==> config.mk <==
export PLATFORM = sky130hd
export DESIGN_NAME = bsctap
export DESIGN_NICKNAME = d
export VERILOG_FILES = /design/src/logic/bsctap.v
export VERILOG_INCLUDE_DIRS = /design/src /design/src/logic
export SDC_FILE = /design/constraint.sdc
export NUM_CORES = 1
export LEC_CHECK = 0
export ABC_AREA = 1
export BUFFER_PORTS_ARGS = -buffer_cell sky130_fd_sc_hd__buf_2
export CAP_MARGIN = 15
export CORE_ASPECT_RATIO = 0.7
export CORE_MARGIN = 8
export CORE_UTILIZATION = 57
export CTS_CLUSTER_SIZE = 40
export DETAILED_ROUTE_END_ITERATION = 10
export PLACE_DENSITY = 0.77
export REMOVE_ABC_BUFFERS = 1
export SLEW_MARGIN = 20
export SYNTH_ARGS = -nofsm -noshare
export SYNTH_HDL_FRONTEND = slang
export SYNTH_SLANG_ARGS = --single-unit
==> constraint.sdc <==
create_clock -name clk -period 5.1 [get_ports clk]
set_input_delay 0.255 -clock clk [delete_from_list [all_inputs] [get_ports clk]]
set_output_delay 0.255 -clock clk [all_outputs]
set_load 0.05 [all_outputs]
==> src/logic/bsctap_regs.vh <==
// Constants of the boundary scan test access port
`ifndef BSCTAP_REGS_VH
`define BSCTAP_REGS_VH
`define BSCTAP_IR_W 4
`define BSCTAP_IR_CAPTURE 4'h1
`define BSCTAP_I_BYPASS 4'h0
`define BSCTAP_I_SAMPLE 4'h1
`define BSCTAP_I_IDCODE 4'h2
`define BSCTAP_I_USER 4'h3
`define BSCTAP_I_CLAMP 4'h4
`define BSCTAP_I_HIGHZ 4'h5
`define BSCTAP_I_EXTEST 4'h7
`define BSCTAP_I_IFCTL 4'h8
`define BSCTAP_I_RDREG 4'h9
`define BSCTAP_I_WRREG 4'hA
`define BSCTAP_LEN_BYP 6'h01
`define BSCTAP_LEN_BS 6'h18
`define BSCTAP_LEN_ID 6'h20
`define BSCTAP_LEN_IF 6'h01
`define BSCTAP_LEN_REG 6'h0F
`define BSCTAP_ADDR_W 7
`define BSCTAP_DATA_W 8
`define BSCTAP_PADS 12
`define BSCTAP_BS_W 24
`define BSCTAP_ADDR_RST 7'h00
`define BSCTAP_IF_RST 1'b0
`endif

==> src/logic/bsctap.v <==
// Boundary scan test access port with register access commands
//
// Contract
// - Decode bypass, sample/preload, idcode, user, clamp, highz, extest, interface on/off.
// - Code 9 reads register by 7-bit address; code 10 writes 8 data bits.
// - All test logic advances only on test clock edges, nothing else.
// - Static test clock leaves state and all register contents unchanged.
// - Pull-ups enabled on test clock, mode select and data input pins.
// - Mode select sampled on rising test clock edge picks next state.
// - Five cycles of mode select high reach Test-Logic-Reset from anywhere.
// - Test-Logic-Reset loads the identification instruction.
// - Data input sampled on rising edge into instruction or selected chain.
// - Data output updated on falling edge from the accessed chain.
// - Data output undriven whenever not shifting.
// - Bypass passes data through one stage without disturbing the device.
// - Chain length follows instruction; test cells can override pins.
// - Each pad has a control cell and a data cell that both captures the input and drives the output.
// - Interface command with 1 at Update-DR disables host link, enables access.
// - Read access: capture current address, shift new, update takes it.
`timescale 1ns/1ns
`default_nettype none
`include "bsctap_regs.vh"
module bsctap #(
  parameter [31:0] ID_VALUE = 32'h1000_0001,  // Arbitrary value
  parameter [31:0] USER_VALUE = 32'h0000_0000 // Arbitrary value
) (
  input wire clk,                          // System clock 100 MHz
  input wire rst_n,                        // Async reset, active low
  input wire tck,                          // Test clock pin
  input wire tms,                          // Mode select pin
  input wire tdi,                          // Test data in pin
  output reg tdo,                          // Test data out
  output reg tdo_oe,                       // Test data out drive enable
  output reg pullup_en,                    // Pull-ups on test inputs
  input wire [`BSCTAP_PADS-1:0] pad_in,    // Pad input levels
  input wire [`BSCTAP_PADS-1:0] func_out,  // Functional pad data
  input wire [`BSCTAP_PADS-1:0] func_oe,   // Functional pad enables
  output reg [`BSCTAP_PADS-1:0] pad_out,   // Pad data to pads
  output reg [`BSCTAP_PADS-1:0] pad_oe,    // Pad enables to pads
  output reg host_if_off,                  // Host and SAM link disabled
  output reg [`BSCTAP_ADDR_W-1:0] reg_addr,  // Internal register address
  output reg [`BSCTAP_DATA_W-1:0] reg_wdata, // Internal write data
  output reg reg_wr,                       // Internal write pulse
  input wire [`BSCTAP_DATA_W-1:0] reg_rdata  // Internal read data
);
  localparam [15:0] S_TLR = 16'h0001;
  localparam [15:0] S_RTI = 16'h0002;
  localparam [15:0] S_SDS = 16'h0004;
  localparam [15:0] S_CDR = 16'h0008;
  localparam [15:0] S_SHD = 16'h0010;
  localparam [15:0] S_E1D = 16'h0020;
  localparam [15:0] S_PDR = 16'h0040;
  localparam [15:0] S_E2D = 16'h0080;
  localparam [15:0] S_UDR = 16'h0100;
  localparam [15:0] S_SIS = 16'h0200;
  localparam [15:0] S_CIR = 16'h0400;
  localparam [15:0] S_SHI = 16'h0800;
  localparam [15:0] S_E1I = 16'h1000;
  localparam [15:0] S_PIR = 16'h2000;
  localparam [15:0] S_E2I = 16'h4000;
  localparam [15:0] S_UIR = 16'h8000;

  ////////////////////////////////////////////////////////////////////////////
  // Reset release and pin synchronisers
  reg rst_s1_q, rst_s2_q;
  always @(posedge clk or negedge rst_n) begin
    if (!rst_n) begin
      rst_s1_q <= 1'b0;
      rst_s2_q <= 1'b0;
    end else begin
      rst_s1_q <= 1'b1;
      rst_s2_q <= rst_s1_q;
    end
  end
  wire rst_i_n = rst_s2_q;

  reg [2:0] pin_s1_q, pin_s2_q;
  reg tck_d_q;
  reg [`BSCTAP_PADS-1:0] pad_s1_q, pad_s2_q;
  always @(posedge clk or negedge rst_i_n) begin
    if (!rst_i_n) begin
      pin_s1_q <= 3'h7;
      pin_s2_q <= 3'h7;
      tck_d_q <= 1'b1;
      pad_s1_q <= 12'h000;
      pad_s2_q <= 12'h000;
    end else begin
      pin_s1_q <= {tck, tms, tdi};
      pin_s2_q <= pin_s1_q;
      tck_d_q <= pin_s2_q[2];
      pad_s1_q <= pad_in;
      pad_s2_q <= pad_s1_q;
    end
  end
  // Edges of the test clock; a stopped clock yields none
  wire tck_rise = pin_s2_q[2] & ~tck_d_q;
  wire tck_fall = ~pin_s2_q[2] & tck_d_q;
  wire tms_s = pin_s2_q[1];
  wire tdi_s = pin_s2_q[0];

  ////////////////////////////////////////////////////////////////////////////
  // Controller state machine
  reg [15:0] st_q, st_d;
  always @* begin
    case (st_q)
      S_TLR: st_d = tms_s ? S_TLR : S_RTI;
      S_RTI: st_d = tms_s ? S_SDS : S_RTI;
      S_SDS: st_d = tms_s ? S_SIS : S_CDR;
      S_CDR: st_d = tms_s ? S_E1D : S_SHD;
      S_SHD: st_d = tms_s ? S_E1D : S_SHD;
      S_E1D: st_d = tms_s ? S_UDR : S_PDR;
      S_PDR: st_d = tms_s ? S_E2D : S_PDR;
      S_E2D: st_d = tms_s ? S_UDR : S_SHD;
      S_UDR: st_d = tms_s ? S_SDS : S_RTI;
      S_SIS: st_d = tms_s ? S_TLR : S_CIR;
      S_CIR: st_d = tms_s ? S_E1I : S_SHI;
      S_SHI: st_d = tms_s ? S_E1I : S_SHI;
      S_E1I: st_d = tms_s ? S_UIR : S_PIR;
      S_PIR: st_d = tms_s ? S_E2I : S_PIR;
      S_E2I: st_d = tms_s ? S_UIR : S_SHI;
      S_UIR: st_d = tms_s ? S_SDS : S_RTI;
      default: st_d = S_TLR;
    endcase
  end

  ////////////////////////////////////////////////////////////////////////////
  // Instruction decode and chain length
  reg [`BSCTAP_IR_W-1:0] ir_q, irsh_q;
  reg [31:0] dr_q;
  reg [`BSCTAP_BS_W-1:0] bs_upd_q;
  reg [5:0] len;
  reg [3:0] ir_eff;
  always @* begin
    ir_eff = ir_q;
    case (ir_q)
      `BSCTAP_I_SAMPLE, `BSCTAP_I_IDCODE, `BSCTAP_I_USER, `BSCTAP_I_CLAMP,
      `BSCTAP_I_HIGHZ, `BSCTAP_I_EXTEST, `BSCTAP_I_IFCTL: ir_eff = ir_q;
      `BSCTAP_I_RDREG, `BSCTAP_I_WRREG: begin
        ir_eff = host_if_off ? ir_q : `BSCTAP_I_BYPASS;
      end
      default: ir_eff = `BSCTAP_I_BYPASS;
    endcase
    case (ir_eff)
      `BSCTAP_I_SAMPLE, `BSCTAP_I_EXTEST: len = `BSCTAP_LEN_BS;
      `BSCTAP_I_IDCODE, `BSCTAP_I_USER: len = `BSCTAP_LEN_ID;
      `BSCTAP_I_IFCTL: len = `BSCTAP_LEN_IF;
      `BSCTAP_I_RDREG, `BSCTAP_I_WRREG: len = `BSCTAP_LEN_REG;
      default: len = `BSCTAP_LEN_BYP;
    endcase
  end

  // Capture values: control cells see the enable, data cells the pad
  reg [`BSCTAP_BS_W-1:0] bs_cap;
  integer k;
  always @* begin
    bs_cap = {`BSCTAP_BS_W{1'b0}};
    for (k = 0; k < `BSCTAP_PADS; k = k + 1) begin
      bs_cap[2*k] = pad_s2_q[k];
      bs_cap[2*k+1] = pad_oe[k];
    end
  end

  // Shift with the data input entering at the chain's top
  reg [31:0] dr_sh;
  integer i;
  integer j;
  always @* begin
    dr_sh = 32'h0000_0000;
    for (i = 0; i < 32; i = i + 1) begin
      if (i == len - 1)
        dr_sh[i] = tdi_s;
      else if (i < 31)
        dr_sh[i] = dr_q[i+1];
    end
  end

  ////////////////////////////////////////////////////////////////////////////
  // Test-clock driven state, stepped on rising edges only
  always @(posedge clk or negedge rst_i_n) begin
    if (!rst_i_n) begin
      st_q <= S_TLR;
      ir_q <= `BSCTAP_I_IDCODE;
      irsh_q <= 4'h0;
      dr_q <= 32'h0000_0000;
      bs_upd_q <= 24'h000000;
      host_if_off <= `BSCTAP_IF_RST;
      reg_addr <= `BSCTAP_ADDR_RST;
      reg_wdata <= 8'h00;
      reg_wr <= 1'b0;
    end else begin
      reg_wr <= 1'b0;
      if (tck_rise) begin
        st_q <= st_d;
        case (st_q)
          S_TLR: ir_q <= `BSCTAP_I_IDCODE;
          S_SIS: if (tms_s) ir_q <= `BSCTAP_I_IDCODE;
          S_CIR: irsh_q <= `BSCTAP_IR_CAPTURE;
          S_SHI: irsh_q <= {tdi_s, irsh_q[3:1]};
          S_UIR: ir_q <= irsh_q;
          S_CDR: begin
            case (ir_eff)
              `BSCTAP_I_SAMPLE, `BSCTAP_I_EXTEST: dr_q <= {8'h00, bs_cap};
              `BSCTAP_I_IDCODE: dr_q <= ID_VALUE;
              `BSCTAP_I_USER: dr_q <= USER_VALUE;
              `BSCTAP_I_IFCTL: dr_q <= {31'h0, host_if_off};
              `BSCTAP_I_RDREG: dr_q <= {17'h0, reg_rdata, reg_addr};
              `BSCTAP_I_WRREG: dr_q <= {17'h0, reg_wdata, reg_addr};
              default: dr_q <= 32'h0000_0000;
            endcase
          end
          S_SHD: dr_q <= dr_sh;
          S_UDR: begin
            case (ir_eff)
              `BSCTAP_I_SAMPLE, `BSCTAP_I_EXTEST: bs_upd_q <= dr_q[23:0];
              `BSCTAP_I_IFCTL: host_if_off <= dr_q[0];
              `BSCTAP_I_RDREG: reg_addr <= dr_q[6:0];
              `BSCTAP_I_WRREG: begin
                reg_addr <= dr_q[6:0];
                reg_wdata <= dr_q[14:7];
                reg_wr <= 1'b1;
              end
              default: bs_upd_q <= bs_upd_q;
            endcase
          end
          default: irsh_q <= irsh_q;
        endcase
      end
    end
  end

  ////////////////////////////////////////////////////////////////////////////
  // Data output on falling edges, pad override
  always @(posedge clk or negedge rst_i_n) begin
    if (!rst_i_n) begin
      tdo <= 1'b0;
      tdo_oe <= 1'b0;
      pullup_en <= 1'b1;
      pad_out <= 12'h000;
      pad_oe <= 12'h000;
    end else begin
      pullup_en <= 1'b1;
      if (tck_fall) begin
        tdo <= (st_q == S_SHI) ? irsh_q[0] : dr_q[0];
        tdo_oe <= (st_q == S_SHI) || (st_q == S_SHD);
      end
      for (j = 0; j < `BSCTAP_PADS; j = j + 1) begin
        case (ir_eff)
          `BSCTAP_I_EXTEST, `BSCTAP_I_CLAMP: begin
            pad_out[j] <= bs_upd_q[2*j];
            pad_oe[j] <= bs_upd_q[2*j+1];
          end
          `BSCTAP_I_HIGHZ: begin
            pad_out[j] <= 1'b0;
            pad_oe[j] <= 1'b0;
          end
          default: begin
            pad_out[j] <= func_out[j];
            pad_oe[j] <= func_oe[j];
          end
        endcase
      end
    end
  end
endmodule
`default_nettype wire

==> reports/qor.csv <==
stage,metric,value,unit
floorplan,core_area,11700,sq um
finish,num_antenna_cells,0,
drt,wire_per_inst,17.2,um
logic_synthesis,synthXorXnorAreaFrac,0,%
logic_synthesis,ys_warn_count,0,
sta,max_freq,0.278,GHz
global_route,grt_max_degree,113,
worst_setup_path,timing.rr.start,ir_q[3]$_DFFE_PN0P_,
logic_synthesis,ys_seq_area_share,57.4,%
placement,portBuffers,91,
run,drv_cap,0,
finish,drive_gt1_share,22.7,%
sta,setup_ws,1500,ps
min_path,hp-class,primary input to register,
worst_setup_path,crit_path_start,ir_q[3]$_DFFE_PN0P_,
power,total_power,3180,uW
drt,via_count,5627,
sta,slew_headroom,32.3,%
global_route,grt_antenna_before_repair,0,
logic_synthesis,synth_mux_area_share,0,%
sta,setup_violations,0,
worst_setup_path,cp.arrival,3910,ps
clock_network,clk_pin_slew_worst_paths,70,ps
status,outcome,finished clean,
clock_network,insertion_delay,420,ps
worst_setup_path,crit_end,bs_upd_q[5]$_DFFE_PN0P_,
finish,most-common-layout-cells,"nand2_1 (163), dfrtp_1 (146), inv_1 (92)",
logic_synthesis,netlist.area_leader.share,53.9,%
clock_network,htreeDepth,4,
global_route,grt_use_total,22.3,%
drt,ant_nets,0,
floorplan,die_y,108,um
worst_setup_path,rr_worst_depth,7,
worst_setup_path,cp_cell_sequence,"inv_1, nand2_1, nor2_1, nor2_2, inv_2, nand3_2, o21ai_1",
finish,area_growth,19.0,%
worst_setup_path,critPathSlowestCell,nand3_2,
logic_synthesis,syn-instance-count,739,
sta,clock_skew,10.0,ps
floorplan,dieWidth,147,um
worst_setup_path,cp.required,5410,ps
drt,drc_errors,0,
placement,gp_congestion,0.880,
logic_synthesis,synth_fa_ha_area_share,0,%
worst_setup_path,slowest_delay,850,ps
logic_synthesis,ys_types,36,
sta,setup_tns,0,ps
drt,drt_first_iter_violations,491,
logic_synthesis,synth_compound_area_share,16.0,%
sta,worst_slew_pin_slew,1010,ps
global_route,grt_pass1_wl,28000,um
placement,post-dp-hpwl,11600,um
global_route,overflow,0,
power,leakage,0.00392,uW
logic_synthesis,ys_ff_latch,156,
logic_synthesis,yosys.area_share.simple,18.4,%
placement,dp_slack,1590,ps
floorplan,row_count,33,
worst_setup_path,worstReg2RegEnd,bs_upd_q[5]$_DFFE_PN0P_,
finish,final_common_cell,nand2_1,
clock_network,cts_buffer_depth,2,
clock_network,clockRootBuffer,clkbuf_16,
finish,nNetsFinal,889,
sta,finalCritPeriodShare,70.6,%
logic_synthesis,syn_area,6820,sq um
logic_synthesis,synth_area_leaders,"dfrtp_1 (54%), nand2_1 (9.0%), o21ai_0 (5.4%)",
drt,firstDrtPassIters,5,
sta,hold_ws,68.2,ps
sta,hold_viol_final,0,
floorplan,dieArea,15800,sq um
clock_network,cts_made_buffers,17,
drt,vias_per_cell,5.57,
clock_network,cts_tree,built,
logic_synthesis,synth_top_family_by_area,simple AND/OR/NAND/NOR gates,
global_route,first_global_vias,5528,
clock_network,postCtsSetupRepairBufs,0,
worst_setup_path,crit_type,register to register,
power,peakVddDrop,0.283,mV
clock_network,cts_hold_buf,16,
sta,rsz0062_at_grt,no,
sta,fin_crit,3600,ps
floorplan,initial_core_util,58.4,%
worst_setup_path,worstSetupEndpointType,register,
power,powerDensity,392,nW/um^2
worst_setup_path,start_kind,register,
drt,finalWirelength,17300,um
worst_setup_path,crit_path_max_fanout,48,
worst_setup_path,r2r_slack,1500,ps
clock_network,cts_resized,0,
logic_synthesis,yosysTopAreaCell,dfrtp_1,
clock_network,cts_sinks,156,
floorplan,ios,93,
logic_synthesis,avgSynthCellArea,9.23,sq um
sta,slew_viol_final,0,
## cells by family (layout without fill, tap and decap cells)
| family | after synthesis | in the layout |
|---|---|---|
| AO/OA/AOI/OAI | 179 | 179 |
| other | 1 | 2 |
| AND/OR/NAND/NOR | 275 | 275 |
| buffers and inverters | 128 | 241 |
| flip-flops | 156 | 156 |
## state kept, by name, summed over array words and instances, names as in the netlist, 7 cells and up
signal and cells:
pad_out 12, dr_q 32, pad_s1_q 12, pad_s2_q 12, reg_wdata 8, pad_oe 12
bs_upd_q 24, st_q 16, reg_addr 7
## metal layers
metal  track usage [%]  share of wire [%]
met2              33.6                 46
met4              8.64                1.5
met1              31.1                 44
met3              5.08                8.3
met5                 0                  0
## cell usage after synthesis (all sizes together)
cell	n
a31oi	5
clkinv	1
nor2	46
nand3	46
nor3	12
conb	1
inv	100
o31ai	1
o21ai	107
buf	18
nor3b	1
o211ai	1
and3	1
clkbuf	9
dfrtp	147
a21oi	36
nand2	169
o22ai	14
dfstp	9
a22oi	15
## metrics by stage
| stage | cell area, sq um | instances | util, % |
|---|---|---|---|
| after global placement | 7330 | 962 | 62.7 |
| after CTS | 8120 | 1010 | 69.5 |
| after floorplan | 6650 | 713 | - |
| final | 8120 | 1010 | 69.5 |
| after global routing | 8120 | 1010 | 69.5 |
| after detailed placement | 7340 | 962 | 62.8 |
## critical path: cells and delay by family, from the launching register on
| family | cells | cell delay (ps) |
|---|---|---|
| flip-flops | 1 | 390 |
| AND/OR/NAND/NOR | 4 | 2070 |
| buffers and inverters | 2 | 550 |
| AO/OA/AOI/OAI | 1 | 450 |
## final cells by class
class	instances	area (sq um)
multi-input combinational	456	2370
inverter	101	382
timing repair buffer	108	636
tap	157	196
clock buffer	21	460
clock inverter	11	156
sequential	156	3920
fill	902	3570
## power breakdown
| part | switching (uW) | leakage, uW | internal [uW] | total (uW) |
|---|---|---|---|---|
| combinational | 321 | 0.00174 | 134 | 454 |
| sequential | 68.9 | 0.00189 | 1340 | 1410 |
| clock | 516 | 0.000291 | 804 | 1320 |
| total | 906 | 0.00392 | 2270 | 3180 |
## worst min path at each step
stage,startpoint,end,slack [ps],cells after the start
2_1_floorplan,rst_n,rst_i_n$_DFF_PN0_,-40,0
3_3_place_gp,rst_n,rst_s1_q$_DFF_PN0_,40,1
3_5_place_dp,rst_n,rst_s1_q$_DFF_PN0_,40,1
4_1_cts,func_out[11],pad_out[11]$_DFF_PN0_,60,3
5_1_grt,func_out[8],pad_out[8]$_DFF_PN0_,80,3
6_report,func_out[11],pad_out[11]$_DFF_PN0_,70,3
Power figures use the tool's default switching activity.
